### src/common/eiw_pkg.sv
// package: offsets, fields, resets and timing of the wake and interrupt block
package eiw_pkg;
  // ==========================================================
  // register map (byte addresses, one 32-bit word each)
  localparam logic [3:0] ADDR_SENS    = 4'h0;
  localparam logic [3:0] ADDR_PINSEL  = 4'h4;
  localparam logic [3:0] ADDR_CTRL    = 4'h8;
  localparam logic [3:0] ADDR_STATUS  = 4'hc;
  localparam logic [7:0] SENS_RESET   = 8'h00;
  localparam logic [7:0] PINSEL_RESET = 8'h0c;
  localparam logic [7:0] CTRL_RESET   = 8'h00;
  // ==========================================================
  // control register fields
  localparam int CTRL_SLOW_BIT   = 0;
  localparam int CTRL_AWU_BIT    = 1;
  localparam int CTRL_AHALT_BIT  = 2;
  localparam int CTRL_WDGH_BIT   = 3;
  localparam int CTRL_WDGEN_BIT  = 4;
  localparam int CTRL_PLL_BIT    = 5;
  localparam int CTRL_LONG_BIT   = 6;
  // ==========================================================
  // status register fields
  localparam int STAT_PEND_LSB   = 0;
  localparam int STAT_MODE_LSB   = 4;
  localparam int STAT_SLOW_BIT   = 7;
  localparam logic [2:0] MODE_RUN     = 3'h0;
  localparam logic [2:0] MODE_WAIT    = 3'h1;
  localparam logic [2:0] MODE_HALT    = 3'h2;
  localparam logic [2:0] MODE_AWHALT  = 3'h3;
  localparam logic [2:0] MODE_STARTUP = 3'h4;
  localparam logic [2:0] MODE_PLL     = 3'h5;
  // ==========================================================
  // sensitivity codes and line fields
  localparam logic [1:0] SENS_FALL_LOW = 2'h0;
  localparam logic [1:0] SENS_RISE     = 2'h1;
  localparam logic [1:0] SENS_FALL     = 2'h2;
  localparam logic [1:0] SENS_BOTH     = 2'h3;
  localparam int         FIELD_W       = 2;
  localparam logic [1:0] LINE2_PB4_SEL = 2'h1;
  localparam int         LINE2_IDX     = 2;
  // ==========================================================
  // clocking and timing
  localparam int         CLK_MHZ       = 250;
  localparam logic [4:0] DIV_RUN       = 5'h01;
  localparam logic [4:0] DIV_SLOW      = 5'h1f;
  localparam int         STARTUP_SHORT = 256;
  localparam int         STARTUP_LONG  = 4096;
  localparam int         PLL_START_NS  = 200;
  localparam int         PLL_CYCLES    = (PLL_START_NS * CLK_MHZ + 999) / 1000;
  localparam logic [7:0] OPCODE_HALT   = 8'h8e;
  localparam int         CNT_W         = 13;
  // ==========================================================
  typedef enum logic [2:0] {
    ST_RUN,
    ST_WAIT,
    ST_HALT,
    ST_AWHALT,
    ST_STARTUP,
    ST_PLL
  } eiw_state_type;
endpackage : eiw_pkg

### src/core/eiw_core.sv
// external interrupt lines, pin routing and power mode sequencer
//
// Behaviour
// - sensitivity register holds four 2-bit fields, line 3 at top, line 0 lowest.
// - codes: 00 falling and low level, 01 rising, 10 falling, 11 both edges.
// - sensitivity register writes take effect only while the cpu mask bit is set.
// - a changed sensitivity code clears the pending request of that line.
// - pin select 7:6 picks port b line 0, 1 or 2 for line 3.
// - pin select 5:4 picks port b line 3 to 6 for line 2.
// - port b line 4 chosen for line 2 never wakes from halt.
// - pin select 3:2 picks port a line 4 to 7 for line 1.
// - pin select 1:0 picks port a line 0 to 3 for line 0.
// - after reset run mode, master clock at half the oscillator rate.
// - slow mode select divides the oscillator by 32 for the peripheral clock enable.
// - wait entered during slow mode keeps the reduced clock.
// - wait stops the cpu, peripherals run, interrupt mask is cleared.
// - wait lasts until interrupt or reset, then the routine is entered.
// - the core pushes flags and holds the mask set while servicing.
// - halt enters plain halt only without active-halt and auto wake.
// - wake from halt restarts oscillator and waits 256 or 4096 cycles.
// - entering halt forces the interrupt mask to zero.
// - halt stops oscillator and all internal clock enables.
// - halt with watchdog active may give a watchdog reset instead.
// - opcode 0x8e decodes as the halt instruction.
// - with pll enabled the pll clock follows after an extra start delay.
// - edge requests latch and clear when the routine is entered.
// - auto wake enable turns halt into auto-wake halt.
`timescale 1ns/1ps
module eiw_core #(
  parameter int STARTUP_LONG_CYC  = eiw_pkg::STARTUP_LONG,
  parameter int STARTUP_SHORT_CYC = eiw_pkg::STARTUP_SHORT
) (
  input  wire logic        clock_i,
  input  wire logic        rst_i,
  // wishbone classic slave
  input  wire logic        wb_cyc_i,
  input  wire logic        wb_stb_i,
  input  wire logic        wb_we_i,
  input  wire logic [3:0]  wb_adr_i,
  input  wire logic [3:0]  wb_sel_i,
  input  wire logic [31:0] wb_dat_i,
  output logic      [31:0] wb_dat_o,
  output logic             wb_ack_o,
  // port pins
  input  wire logic [7:0]  port_a_i,
  input  wire logic [6:0]  port_b_i,
  // cpu core side
  input  wire logic        cpu_mask_i,
  input  wire logic        op_valid_i,
  input  wire logic [7:0]  op_code_i,
  input  wire logic        wfi_exec_i,
  input  wire logic        irq_taken_i,
  input  wire logic [1:0]  irq_taken_line_i,
  input  wire logic        other_irq_i,
  input  wire logic        awu_wake_i,
  output logic      [3:0]  irq_req_o,
  output logic             mask_clear_o,
  output logic             cpu_run_o,
  output logic             periph_ce_o,
  output logic             osc_on_o,
  output logic             pll_clk_en_o,
  output logic             wake_go_o,
  output logic             wdg_reset_o
);
  // ==========================================================
  // register bus
  logic [7:0]  sens_q;
  logic [7:0]  pinsel_q;
  logic [7:0]  ctrl_q;
  logic [7:0]  status_w;
  logic        acc_w;
  logic        wr_w;
  logic        sens_wr_w;
  logic [7:0]  sens_new_w;
  eiw_pkg::eiw_state_type state_q;

  assign acc_w      = wb_cyc_i & wb_stb_i & ~wb_ack_o;
  assign wr_w       = acc_w & wb_we_i & wb_sel_i[0];
  assign sens_wr_w  = wr_w & (wb_adr_i == eiw_pkg::ADDR_SENS) &
                      cpu_mask_i;
  assign sens_new_w = sens_wr_w ? wb_dat_i[7:0] : sens_q;

  always_ff @(posedge clock_i or posedge rst_i) begin
    if (rst_i) begin
      wb_ack_o <= 1'b0;
      wb_dat_o <= 32'h0000_0000;
    end else begin
      wb_ack_o <= acc_w;
      if (acc_w && !wb_we_i) begin
        case (wb_adr_i)
          eiw_pkg::ADDR_SENS:   wb_dat_o <= {24'h00_0000, sens_q};
          eiw_pkg::ADDR_PINSEL: wb_dat_o <= {24'h00_0000, pinsel_q};
          eiw_pkg::ADDR_CTRL:   wb_dat_o <= {24'h00_0000, ctrl_q};
          eiw_pkg::ADDR_STATUS: wb_dat_o <= {24'h00_0000, status_w};
          default:              wb_dat_o <= 32'h0000_0000;
        endcase
      end
    end
  end

  always_ff @(posedge clock_i or posedge rst_i) begin
    if (rst_i) begin
      sens_q <= eiw_pkg::SENS_RESET;
    end else begin
      sens_q <= sens_new_w;
    end
  end

  always_ff @(posedge clock_i or posedge rst_i) begin
    if (rst_i) begin
      pinsel_q <= eiw_pkg::PINSEL_RESET;
      ctrl_q   <= eiw_pkg::CTRL_RESET;
    end else if (wr_w) begin
      if (wb_adr_i == eiw_pkg::ADDR_PINSEL) begin
        pinsel_q <= wb_dat_i[7:0];
      end
      if (wb_adr_i == eiw_pkg::ADDR_CTRL) begin
        ctrl_q <= wb_dat_i[7:0];
      end
    end
  end

  // ==========================================================
  // pin synchronisers
  logic [14:0] pin_w;
  logic [14:0] s1_q;
  logic [14:0] s2_q;
  logic [14:0] s3_q;
  logic [14:0] pin_q;

  assign pin_w = {port_b_i, port_a_i};

  genvar g;
  generate
    for (g = 0; g < 15; g = g + 1) begin : g_sync
      always_ff @(posedge clock_i or posedge rst_i) begin
        if (rst_i) begin
          s1_q[g]  <= 1'b1;
          s2_q[g]  <= 1'b1;
          s3_q[g]  <= 1'b1;
          pin_q[g] <= 1'b1;
        end else begin
          s1_q[g] <= pin_w[g];
          s2_q[g] <= s1_q[g];
          s3_q[g] <= s2_q[g];
          // a change counts only once two stages agree
          if (s2_q[g] == s3_q[g]) begin
            pin_q[g] <= s3_q[g];
          end
        end
      end
    end
  endgenerate

  // ==========================================================
  // source routing, port a at 0..7, port b at 8..14
  logic [3:0] src_w;
  logic [3:0] src_q;
  logic       pb4_line2_w;

  always_comb begin
    case (pinsel_q[7:6])
      2'h0:    src_w[3] = pin_q[8];
      2'h1:    src_w[3] = pin_q[9];
      2'h2:    src_w[3] = pin_q[10];
      default: src_w[3] = 1'b1;
    endcase
    src_w[2] = pin_q[11 + 32'(pinsel_q[5:4])];
    src_w[1] = pin_q[4 + 32'(pinsel_q[3:2])];
    src_w[0] = pin_q[32'(pinsel_q[1:0])];
  end

  assign pb4_line2_w = (pinsel_q[5:4] == eiw_pkg::LINE2_PB4_SEL);

  always_ff @(posedge clock_i or posedge rst_i) begin
    if (rst_i) begin
      src_q <= 4'hf;
    end else begin
      src_q <= src_w;
    end
  end

  // ==========================================================
  // per-line edge and level detection
  logic [3:0] pend_q;
  logic [3:0] req_w;
  logic [3:0] set_w;
  logic [3:0] clr_w;

  generate
    for (g = 0; g < 4; g = g + 1) begin : g_line
      logic [1:0] code_w;
      logic       rise_w;
      logic       fall_w;
      assign code_w = sens_q[g*2 +: 2];
      assign rise_w = src_w[g] & ~src_q[g];
      assign fall_w = ~src_w[g] & src_q[g];
      always_comb begin
        case (code_w)
          eiw_pkg::SENS_FALL_LOW: set_w[g] = fall_w;
          eiw_pkg::SENS_RISE:     set_w[g] = rise_w;
          eiw_pkg::SENS_FALL:     set_w[g] = fall_w;
          default:                set_w[g] = rise_w | fall_w;
        endcase
      end
      assign clr_w[g] = (irq_taken_i && irq_taken_line_i == 2'(g)) |
                        (sens_new_w[g*2 +: 2] != code_w);
      // a new edge in the clearing cycle is kept
      always_ff @(posedge clock_i or posedge rst_i) begin
        if (rst_i) begin
          pend_q[g] <= 1'b0;
        end else begin
          pend_q[g] <= (pend_q[g] & ~clr_w[g]) | set_w[g];
        end
      end
      assign req_w[g] = pend_q[g] |
        ((code_w == eiw_pkg::SENS_FALL_LOW) & ~src_q[g]);
    end
  endgenerate

  always_ff @(posedge clock_i or posedge rst_i) begin
    if (rst_i) begin
      irq_req_o <= 4'h0;
    end else begin
      irq_req_o <= req_w;
    end
  end

  // ==========================================================
  // clock enable divider
  logic [4:0] div_q;
  logic [4:0] div_top_w;
  logic       clk_on_w;

  assign div_top_w = ctrl_q[eiw_pkg::CTRL_SLOW_BIT] ?
                     eiw_pkg::DIV_SLOW : eiw_pkg::DIV_RUN;
  // wait keeps whichever divider is chosen
  assign clk_on_w  = (state_q == eiw_pkg::ST_RUN) ||
                     (state_q == eiw_pkg::ST_WAIT);

  always_ff @(posedge clock_i or posedge rst_i) begin
    if (rst_i) begin
      div_q       <= 5'h00;
      periph_ce_o <= 1'b0;
    end else if (!clk_on_w) begin
      div_q       <= 5'h00;
      periph_ce_o <= 1'b0;
    end else begin
      periph_ce_o <= (div_q >= div_top_w);
      div_q       <= (div_q >= div_top_w) ? 5'h00 : div_q + 5'h01;
    end
  end

  // ==========================================================
  // power mode sequencer
  logic                      halt_op_w;
  logic                      halt_wake_w;
  logic                      wdg_trip_w;
  logic [eiw_pkg::CNT_W-1:0] cnt_q;
  logic [eiw_pkg::CNT_W-1:0] start_cnt_w;
  logic [3:0]                halt_req_w;
  logic                      halt_enter_w;
  logic                      wait_enter_w;

  localparam logic [eiw_pkg::CNT_W-1:0] PLL_CNT =
    eiw_pkg::CNT_W'(eiw_pkg::PLL_CYCLES - 1);

  assign halt_op_w  = op_valid_i &&
                      (op_code_i == eiw_pkg::OPCODE_HALT);
  assign wdg_trip_w = ctrl_q[eiw_pkg::CTRL_WDGEN_BIT] &
                      ~ctrl_q[eiw_pkg::CTRL_WDGH_BIT] &
                      ~ctrl_q[eiw_pkg::CTRL_AHALT_BIT];
  // a refused halt keeps the cpu clocked, so the run flag must not dip
  assign halt_enter_w = halt_op_w & ~wdg_trip_w &
                        (ctrl_q[eiw_pkg::CTRL_AWU_BIT] |
                         ~ctrl_q[eiw_pkg::CTRL_AHALT_BIT]);
  assign wait_enter_w = wfi_exec_i & ~halt_op_w;
  assign halt_req_w = req_w & ~(pb4_line2_w ?
                      (4'h1 << eiw_pkg::LINE2_IDX) : 4'h0);
  assign halt_wake_w = (|halt_req_w) |
    ((state_q == eiw_pkg::ST_AWHALT) & awu_wake_i);
  // short cycle counts are the safe choice for simulation
  assign start_cnt_w = ctrl_q[eiw_pkg::CTRL_LONG_BIT] ?
    eiw_pkg::CNT_W'(STARTUP_LONG_CYC - 1) :
    eiw_pkg::CNT_W'(STARTUP_SHORT_CYC - 1);

  always_ff @(posedge clock_i or posedge rst_i) begin
    if (rst_i) begin
      state_q      <= eiw_pkg::ST_RUN;
      cnt_q        <= '0;
      mask_clear_o <= 1'b0;
      wake_go_o    <= 1'b0;
      wdg_reset_o  <= 1'b0;
    end else begin
      mask_clear_o <= 1'b0;
      wake_go_o    <= 1'b0;
      wdg_reset_o  <= 1'b0;
      case (state_q)
        eiw_pkg::ST_RUN: begin
          if (halt_op_w) begin
            if (wdg_trip_w) begin
              wdg_reset_o <= 1'b1;
            end else if (ctrl_q[eiw_pkg::CTRL_AWU_BIT]) begin
              state_q      <= eiw_pkg::ST_AWHALT;
              mask_clear_o <= 1'b1;
            end else if (!ctrl_q[eiw_pkg::CTRL_AHALT_BIT]) begin
              state_q      <= eiw_pkg::ST_HALT;
              mask_clear_o <= 1'b1;
            end
          end else if (wfi_exec_i) begin
            state_q      <= eiw_pkg::ST_WAIT;
            mask_clear_o <= 1'b1;
          end
        end
        eiw_pkg::ST_WAIT: begin
          if ((|req_w) || other_irq_i) begin
            state_q   <= eiw_pkg::ST_RUN;
            wake_go_o <= 1'b1;
          end
        end
        eiw_pkg::ST_HALT, eiw_pkg::ST_AWHALT: begin
          // pending request wakes at once since the mask is clear
          if (halt_wake_w) begin
            state_q <= eiw_pkg::ST_STARTUP;
            cnt_q   <= start_cnt_w;
          end
        end
        eiw_pkg::ST_STARTUP: begin
          if (cnt_q != '0) begin
            cnt_q <= cnt_q - 1'b1;
          end else if (ctrl_q[eiw_pkg::CTRL_PLL_BIT]) begin
            state_q <= eiw_pkg::ST_PLL;
            cnt_q   <= PLL_CNT;
          end else begin
            state_q   <= eiw_pkg::ST_RUN;
            wake_go_o <= 1'b1;
          end
        end
        eiw_pkg::ST_PLL: begin
          if (cnt_q != '0) begin
            cnt_q <= cnt_q - 1'b1;
          end else begin
            state_q   <= eiw_pkg::ST_RUN;
            wake_go_o <= 1'b1;
          end
        end
        default: begin
          state_q <= eiw_pkg::ST_RUN;
        end
      endcase
    end
  end

  // ==========================================================
  // clock gating outputs
  always_ff @(posedge clock_i or posedge rst_i) begin
    if (rst_i) begin
      cpu_run_o    <= 1'b1;
      osc_on_o     <= 1'b1;
      pll_clk_en_o <= 1'b0;
    end else begin
      cpu_run_o    <= (state_q == eiw_pkg::ST_RUN) & ~halt_enter_w &
                      ~wait_enter_w;
      osc_on_o     <= (state_q != eiw_pkg::ST_HALT) &&
                      (state_q != eiw_pkg::ST_AWHALT);
      pll_clk_en_o <= ctrl_q[eiw_pkg::CTRL_PLL_BIT] &
                      clk_on_w;
    end
  end

  // ==========================================================
  // status view
  logic [2:0] mode_w;

  always_comb begin
    case (state_q)
      eiw_pkg::ST_WAIT:    mode_w = eiw_pkg::MODE_WAIT;
      eiw_pkg::ST_HALT:    mode_w = eiw_pkg::MODE_HALT;
      eiw_pkg::ST_AWHALT:  mode_w = eiw_pkg::MODE_AWHALT;
      eiw_pkg::ST_STARTUP: mode_w = eiw_pkg::MODE_STARTUP;
      eiw_pkg::ST_PLL:     mode_w = eiw_pkg::MODE_PLL;
      default:             mode_w = eiw_pkg::MODE_RUN;
    endcase
  end

  assign status_w = {ctrl_q[eiw_pkg::CTRL_SLOW_BIT], mode_w, pend_q};
endmodule : eiw_core

### config.mk
export PLATFORM = sky130hd
export DESIGN_NAME = eiw_core
export DESIGN_NICKNAME = d
export VERILOG_FILES = /design/src/common/eiw_pkg.sv /design/src/core/eiw_core.sv
export SDC_FILE = /design/constraint.sdc
export NUM_CORES = 1
export LEC_CHECK = 0
export ABC_AREA = 1
export BUFFER_PORTS_ARGS = -buffer_cell sky130_fd_sc_hd__buf_2
export CORE_MARGIN = 3
export CORE_UTILIZATION = 55
export DETAILED_ROUTE_END_ITERATION = 8
export PLACE_DENSITY_LB_ADDON = 0.15
export SLEW_MARGIN = 5
export SYNTH_ARGS = -nofsm -noshare
export SYNTH_HDL_FRONTEND = slang
export SYNTH_SLANG_ARGS = --single-unit
export TNS_END_PERCENT = 50
### constraint.sdc
create_clock -name clock_i -period 5.8 [get_ports clock_i]
set_input_delay 0.58 -clock clock_i [delete_from_list [all_inputs] [get_ports clock_i]]
set_output_delay 0.58 -clock clock_i [all_outputs]
set_load 0.01 [all_outputs]
==> results.json, run 1 <==
{
  "place.gp.congestion": 0.923,
  "report.final.setup_viol": 0,
  "clock_insertion_delay_worst_skew_ps": 420,
  "grt_first_pass_wirelength_um": 21300,
  "syn2layout_area_growth_pct": 15.8,
  "critical_path.max_fanout": 7,
  "setup_total_negative_slack_ps": 0,
  "cts_tree": "yes",
  "first_global_vias": 4627,
  "cts_root_buffer": "clkbuf_16",
  "yosys_register_bits": 133,
  "numPortBuffers": 68,
  "path_delay_family": "adder cells",
  "maximum_number_of_pins_on_one_net_before_global_route_repair": 82,
  "p_leak_uw": 0.00361,
  "post-synth-top-count-cell": "nand2_1",
  "cts_hold_buffers": 0,
  "cp-start-kind": "flip-flop",
  "timing.clock.skew_ps": 7.44,
  "postLayoutCoreUtil": 0.659,
  "synthFlopType": "dfstp_2",
  "gr-max-usage-layer": "met2",
  "grt.overflow.total": 0,
  "slew_viol_final": 0,
  "hpwl_um": 9200,
  "post_synth.cell_area_avg_sq_um": 9.06,
  "grt_use_total": 0.212,
  "detailedRoute.firstPassIterationCount": 7,
  "numCtsBuffers": 17,
  "finalCritPeriodShare": 0.371,
  "maximum_frequency_from_static_timing_analysis_mhz": 465,
  "cts-htree-levels": 4,
  "synth_top_area_cell": "dfstp_2",
  "synth.lib_cells_used.distinct": 38,
  "clock_path_buffers": 2,
  "hold_path.class": "input pin to flip-flop",
  "synthTopCellsByArea": "dfstp_2, dfrtp_1, nand2_1, inv_1, nand3_1",
  "design.final.nets": 861,
  "rsz0062_at_grt": "false",
  "max_slew_headroom_at_the_worst_pin": 0.397,
  "drt_first_iter_violations": 329,
  "route.antenna.remaining_nets": 0,
  "timing_hold_violations_final": 0,
  "core_sq_um": 10900,
  "pwr_density_cell_nw_per_um2": 394,
  "drv.max_cap_violation_count": 0,
  "critical_path_class": "flip-flop to flip-flop",
  "critical-path-top-cell-by-count": "nand2_1",
  "worst_setup_path_startpoint": "pinsel_q[4]",
  "detailedPlace.worstSlack_ps": 3670,
  "seq_area_frac_synth": 0.548,
  "synth_top_cell_area_share": 0.287,
  "timing.critical_path.required_ps": 6160,
  "worst_setup_path_endpoint": "pend_q[2]",
  "result_of_the_run": "complete, no violations",
  "ys.warnings.count": 0,
  "reg2reg_from": "pinsel_q[4]",
  "grt_util_met3": 0.0609,
  "syn_inst": 687,
  "r2r_slack_ps": 3650,
  "die_height_um": 112,
  "netlist_area_sq_um": 6230,
  "floorplan.initialDensity": 0.569,
  "cts.sink_count": 133,
  "synth-edff-count": 0,
  "postCtsSetupBuffers": 0,
  "n_antenna_cell": 0,
  "grtUsageMet1": 0.279,
  "cts_repair_resize_count": 0,
  "critical_path_endpoint_category": "flip-flop",
  "layout-drive-gt1-share": 0.246,
  "clk_pin_slew_worst_paths_ps": 60,
  "avgRoutedWirePerCell_um": 13.8,
  "floorplan.rows": 38,
  "cpPeakStageDelay_ps": 450,
  "post-route-worst-setup-slack_ps": 3650,
  "fp.dieArea_sq_um": 12600,
  "post-route-drc-count": 0,
  "critical_path_cell_count": 10,
  "vdd.ir_drop.worst_mv": 0.289,
  "synth_commonest_cells": "nand2_1, inv_1, dfstp_2",
  "cp.buffers_inverters": 2,
  "critPathArrivalTime_ps": 2510,
  "ports_placed_on_the_boundary": 120,
  "worstRegToRegCells": 10,
  "worst_slew_pin_slew_ps": 905,
  "cp_cell_sequence": "inv_1 -> ha_1 -> o32ai_1 -> nand2_1 -> nand2_1 -> inv_1 -> ha_1 -> o21ai_0 -> o21ai_0 -> nand2_1",
  "met2_usage": 0.335,
  "dr_total_vias": 4745,
  "antenna_found_initial": 0,
  "layout_min_cycle_time_ps": 2150,
  "regToRegEndpoint": "pend_q[2]",
  "worst_path_max_delay_cell": "dfrtp_1",
  "synth_async_sr_flop_share": 1.00,
  "drt-total-wl_um": 12700,
  "chipWidth_um": 112,
  "detail_route.vias_per_cell": 5.15
}
[per-layer routing]
layer / routed length (um) / vias to the layer above
li1: - / 2308
met1: 5570 / 2255
met2: 6120 / 163
met3: 815 / 19
met4: 229 / 0
met5: 0 / -
[flip-flops by register name (all words and copies together) (netlist names)]
| register | count |
|---|---|
| pin_q | 15 |
| s1_q | 15 |
| s2_q | 15 |
| s3_q | 15 |
| cnt_q | 13 |
| ctrl_q | 8 |
| pinsel_q | 8 |
| sens_q | 8 |
| wb_dat_o | 8 |
| div_q | 5 |
| irq_req_o | 4 |
| pend_q | 4 |
| src_q | 4 |
| state_q | 3 |
| cpu_run_o | 1 |
| mask_clear_o | 1 |
| osc_on_o | 1 |
| periph_ce_o | 1 |
| pll_clk_en_o | 1 |
| wake_go_o | 1 |
| wb_ack_o | 1 |
| wdg_reset_o | 1 |
[layout make-up]
class | instances | area (sq um)
clock buffer | 24 | 534
clock inverter | 8 | 80.1
fill | 880 | 3720
inverter | 94 | 355
multi-input combinational | 453 | 2310
sequential | 133 | 3410
tap | 140 | 175
timing repair buffer | 69 | 348
[layout by cell type, fill, tap and decap left out, types with 2 or more instances in the layout]
cell,count
inv_4,4
a21oi_1,10
nand3_2,2
a31oi_1,2
maj3_1,15
o22ai_1,3
o2111ai_1,5
dfstp_2,68
nor2_1,52
nand2_4,2
ha_1,17
nand2_1,180
nand2_2,2
a32oi_1,2
inv_2,2
nand3_1,51
o21ai_0,48
o21ai_2,6
conb_1,24
inv_6,2
clkbuf_16,19
nor2_2,6
nor2_4,2
xnor2_1,2
nand4_1,6
xor2_1,4
inv_1,90
buf_2,68
clkbuf_8,4
dfrtp_1,65
nor3_1,4
[worst min path at each step]
stage / start / to / slack (ps) / cells after the start
2_1_floorplan: s1_q[0] / s2_q[0] / 350 / 0
3_3_place_gp: s1_q[2] / s2_q[2] / 350 / 0
3_5_place_dp: s1_q[4] / s2_q[4] / 350 / 0
4_1_cts: port_a_i[5] / s1_q[5] / 240 / 1
5_1_grt: port_a_i[0] / s1_q[0] / 240 / 1
6_report: port_a_i[7] / s1_q[7] / 260 / 1
[logic make-up after synthesis]
family,after synthesis,share of synthesized area
AO/OA/AOI/OAI,80,0.0745
XOR/XNOR,6,0.00844
adder cells (fa/ha/maj),32,0.0583
buffers and inverters,124,0.0954
flip-flops,133,0.548
other,1,0.000602
AND/OR/NAND/NOR,311,0.215
[stage by stage]
stage,hold slack (ps),std cells,power [uW],area (sq um)
global placement,345,889,1730,6600
detailed placement,347,889,1760,6600
finish,258,921,2840,7210
CTS,241,921,2860,7210
global route,237,921,3000,7210
floorplan,345,710,1610,6310
[where the power goes]
group / internal (uW) / total, uW / switching [uW]
clock network: 690 / 1090 / 396
logic: 204 / 577 / 373
registers: 1080 / 1180 / 98.7
Power figures use the tool's default switching activity.
==> run 2: changes to the inputs <==
--- a/config.mk
+++ b/config.mk
@@ -5,7 +5,7 @@
 export SDC_FILE = /design/constraint.sdc
 export NUM_CORES = 1
 export LEC_CHECK = 0
-export ABC_AREA = 1
+export ABC_AREA = 0
 export BUFFER_PORTS_ARGS = -buffer_cell sky130_fd_sc_hd__buf_2
 export CORE_MARGIN = 3
 export CORE_UTILIZATION = 55
==> constraint.sdc (replaced) <==
create_clock -name clock_i -period 2 [get_ports clock_i]
set_input_delay 0.2 -clock clock_i [delete_from_list [all_inputs] [get_ports clock_i]]
set_output_delay 0.2 -clock clock_i [all_outputs]
set_load 0.01 [all_outputs]
==> run 2 against run 1 <==
  * The flow now finishes with violations (negative setup slack)
  * Wire length is 5.7% lower
  * Hold slack worse by 210 ps
  * Clock skew hardly changed
  * Critical path depth stayed put
  * Largest cell class unchanged
==> results.json, run 2 <==
{
  "floorplan.initialDensity": 0.581,
  "syn2layout_area_growth_pct": 27.8,
  "numPortBuffers": 68,
  "report.final.setup_viol": 1,
  "seq_area_frac_synth": 0.585,
  "clock_path_buffers": 2,
  "detail_route.vias_per_cell": 5.32,
  "drt-total-wl_um": 12000,
  "post-route-drc-count": 0,
  "final_area_sq_um": 7460,
  "internal_power_uw": 4820,
  "design.final.nets": 698,
  "path_delay_family": "multiplexers",
  "floorplan.rows": 36,
  "avgRoutedWirePerCell_um": 16.0,
  "cts_tree": "yes",
  "hpwl_um": 8350,
  "timing.clock.skew_ps": 7.80,
  "critical_path_cell_count": 10,
  "hold_path.class": "input pin to flip-flop",
  "grt_first_pass_wirelength_um": 19700,
  "rsz0062_at_grt": "true",
  "max_slew_headroom_at_the_worst_pin": 0.529,
  "maximum_frequency_from_static_timing_analysis_mhz": 498,
  "synthTopCellsByArea": "dfstp_2, dfrtp_1, mux2_2, mux4_2, ha_1",
  "detailedRoute.firstPassIterationCount": 4,
  "syn_inst": 458,
  "synth-edff-count": 0,
  "place.gp.congestion": 0.841,
  "detailed_place.area_sq_um": 6530,
  "switching_power_uw": 1540,
  "slew_viol_final": 0,
  "maximum_number_of_pins_on_one_net_before_global_route_repair": 42,
  "synth_top_area_cell": "dfstp_2",
  "ports_placed_on_the_boundary": 120,
  "clk_pin_slew_worst_paths_ps": 60,
  "post-synth-top-count-cell": "dfstp_2",
  "synth_top_cell_area_share": 0.306,
  "result_of_the_run": "finished, violations left",
  "cpPeakStageDelay_ps": 490,
  "critPathArrivalTime_ps": 2410,
  "seq_power_share": 0.478,
  "cts-htree-levels": 4,
  "drv.max_cap_violation_count": 0,
  "reg2reg_from": "pinsel_q[5]",
  "die_height_um": 109,
  "pwr_density_cell_nw_per_um2": 852,
  "synth_async_sr_flop_share": 1.00,
  "clock_insertion_delay_worst_skew_ps": 520,
  "antenna_found_initial": 0,
  "layout-drive-gt1-share": 0.453,
  "grt.overflow.total": 0,
  "worstRegToRegCells": 10,
  "timing_hold_violations_final": 0,
  "critical_path.max_fanout": 2,
  "worst_slew_pin_slew_ps": 706,
  "cp.buffers_inverters": 2,
  "dr_total_vias": 3999,
  "timing.critical_path.required_ps": 2400,
  "netlist_area_sq_um": 5840,
  "drt_first_iter_violations": 226,
  "nFillCells": 693,
  "critical-path-top-cell-by-count": "o21ai_1",
  "post-route-worst-setup-slack_ps": -6.47,
  "worst_setup_path_startpoint": "pinsel_q[5]",
  "vdd.ir_drop.worst_mv": 0.713,
  "route.antenna.remaining_nets": 0,
  "worst_path_max_delay_cell": "mux4_2",
  "timing.hold.worst_path_depth": 3,
  "timing.hold.worst.start": "irq_taken_line_i[1]",
  "cts.sink_count": 133,
  "synth.lib_cells_used.distinct": 55,
  "synthFlopType": "dfstp_2",
  "first_global_vias": 4134,
  "power_frac_comb": 0.102,
  "grt_use_total": 0.218,
  "ys.warnings.count": 0,
  "cp-start-kind": "flip-flop",
  "final_cell_mix": "dfstp_2, buf_2, dfrtp_1",
  "netSwitchingFraction": 0.242,
  "critical_path_class": "flip-flop to flip-flop",
  "numCtsBuffers": 17,
  "cts_root_buffer": "clkbuf_8",
  "cp_cell_sequence": "inv_2 -> ha_4 -> mux4_2 -> a21oi_2 -> inv_1 -> ha_2 -> mux2i_1 -> nand2_1 -> o21ai_1 -> o21ai_1",
  "layout_min_cycle_time_ps": 2010,
  "core_sq_um": 10000,
  "critical_path_endpoint_category": "flip-flop",
  "finalCritPeriodShare": 1.00,
  "synth_commonest_cells": "dfstp_2, dfrtp_1, nor2_1",
  "chipWidth_um": 109,
  "postLayoutCoreUtil": 0.743,
  "fp.dieArea_sq_um": 11900,
  "violations": "negative setup slack",
  "post_synth.cell_area_avg_sq_um": 12.7,
  "n_antenna_cell": 0,
  "p_leak_uw": 0.00337,
  "pwr-share-clk": 0.420,
  "yosys_register_bits": 133
}
==> run 2: cell count changes after synthesis, sizes merged, moves of 9 or more <==
cell	before	now
inv	93	26
nor3	5	14
mux2	0	27
a22o	0	10
nand3	53	4
mux4	0	11
nor2	60	35
nand2	184	15
o21ai	55	28
==> run 2: timing repair <==
item / CTS / global route
endpoints found under the setup margin: 2 / 23
pin swaps: 4 / 3
hold endpoints to repair: 51 / 0
gates cloned: 0 / 0
hold buffers: 26 / 0
setup buffers: 7 / 1
resized for setup: 7 / 17
==> run 2: cell type report <==
type / instances / area (sq um) / area share
multi-input cells: 287 / 2260 / 0.304
clock buffers: 20 / 435 / 0.0584
inverters: 26 / 101 / 0.0136
repair buffers: 140 / 996 / 0.134
well taps: 133 / 166 / 0.0223
clock inverters: 12 / 81.3 / 0.0109
flip-flops and latches: 133 / 3410 / 0.458
==> run 2: worst register-to-register path, cell delays in order, from the launching register on <==
cell	delay (ps)
dfrtp_1	360
inv_2	70
ha_4	270
mux4_2	500
a21oi_2	150
inv_1	70
ha_2	160
mux2i_1	120
nand2_1	60
o21ai_1	70
o21ai_1	70
==> run 2: per-layer routing <==
| layer | vias up | share of wire | global-route usage |
|---|---|---|---|
| met5 | - | 0 | 0 |
| met4 | 0 | 0.011 | 0.0784 |
| met3 | 13 | 0.055 | 0.0598 |
| met2 | 129 | 0.50 | 0.360 |
| met1 | 1994 | 0.43 | 0.276 |
| li1 | 1863 | - | - |
==> run 2: cells by family (layout without fill, tap and decap cells) <==
group                    count (synthesis)  after routing  share of synthesized area
flip-flops                             133            133                      0.585
AND/OR/NAND/NOR                        100            100                     0.0917
AO/OA/AOI/OAI                           78             78                     0.0853
buffers and inverters                   61            198                     0.0576
multiplexers                            42             42                      0.101
adder cells (fa/ha/maj)                 32             32                     0.0622
XOR/XNOR                                11             11                     0.0165
other                                    1             24                   0.000642
==> run 2: worst paths after layout <==
kind	slack, ps	endpoint
min reg2reg	350	s2_q[0]
max	-6	pend_q[2]
max in group asynchronous	960	src_q[1]
min in group asynchronous	350	irq_req_o[0]
min	50	pend_q[3]
max reg2reg	-6	pend_q[2]
==> run 2: stage by stage <==
step,worst slack (ps),hold slack (ps),TNS (ps),cells,power (uW)
2_1_floorplan,-116,204,-116,481,3420
3_3_place_gp,-83.2,305,-83.2,685,3590
3_5_place_dp,-171,306,-171,685,3620
4_1_cts,-17.3,32.2,-17.3,750,6400
5_1_grt,-124,43.6,-430,751,6640
6_report,-6.47,52.3,-6.47,751,6360
==> run 2: power groups by stage <==
stage / registers (uW) / logic [uW] / clock network (uW)
final: 3040 / 646 / 2670
after global routing: 3060 / 719 / 2860
after CTS: 3040 / 638 / 2720
after detailed placement: 3080 / 543 / 0
after global placement: 3070 / 518 / 0
after floorplan: 3050 / 369 / 0
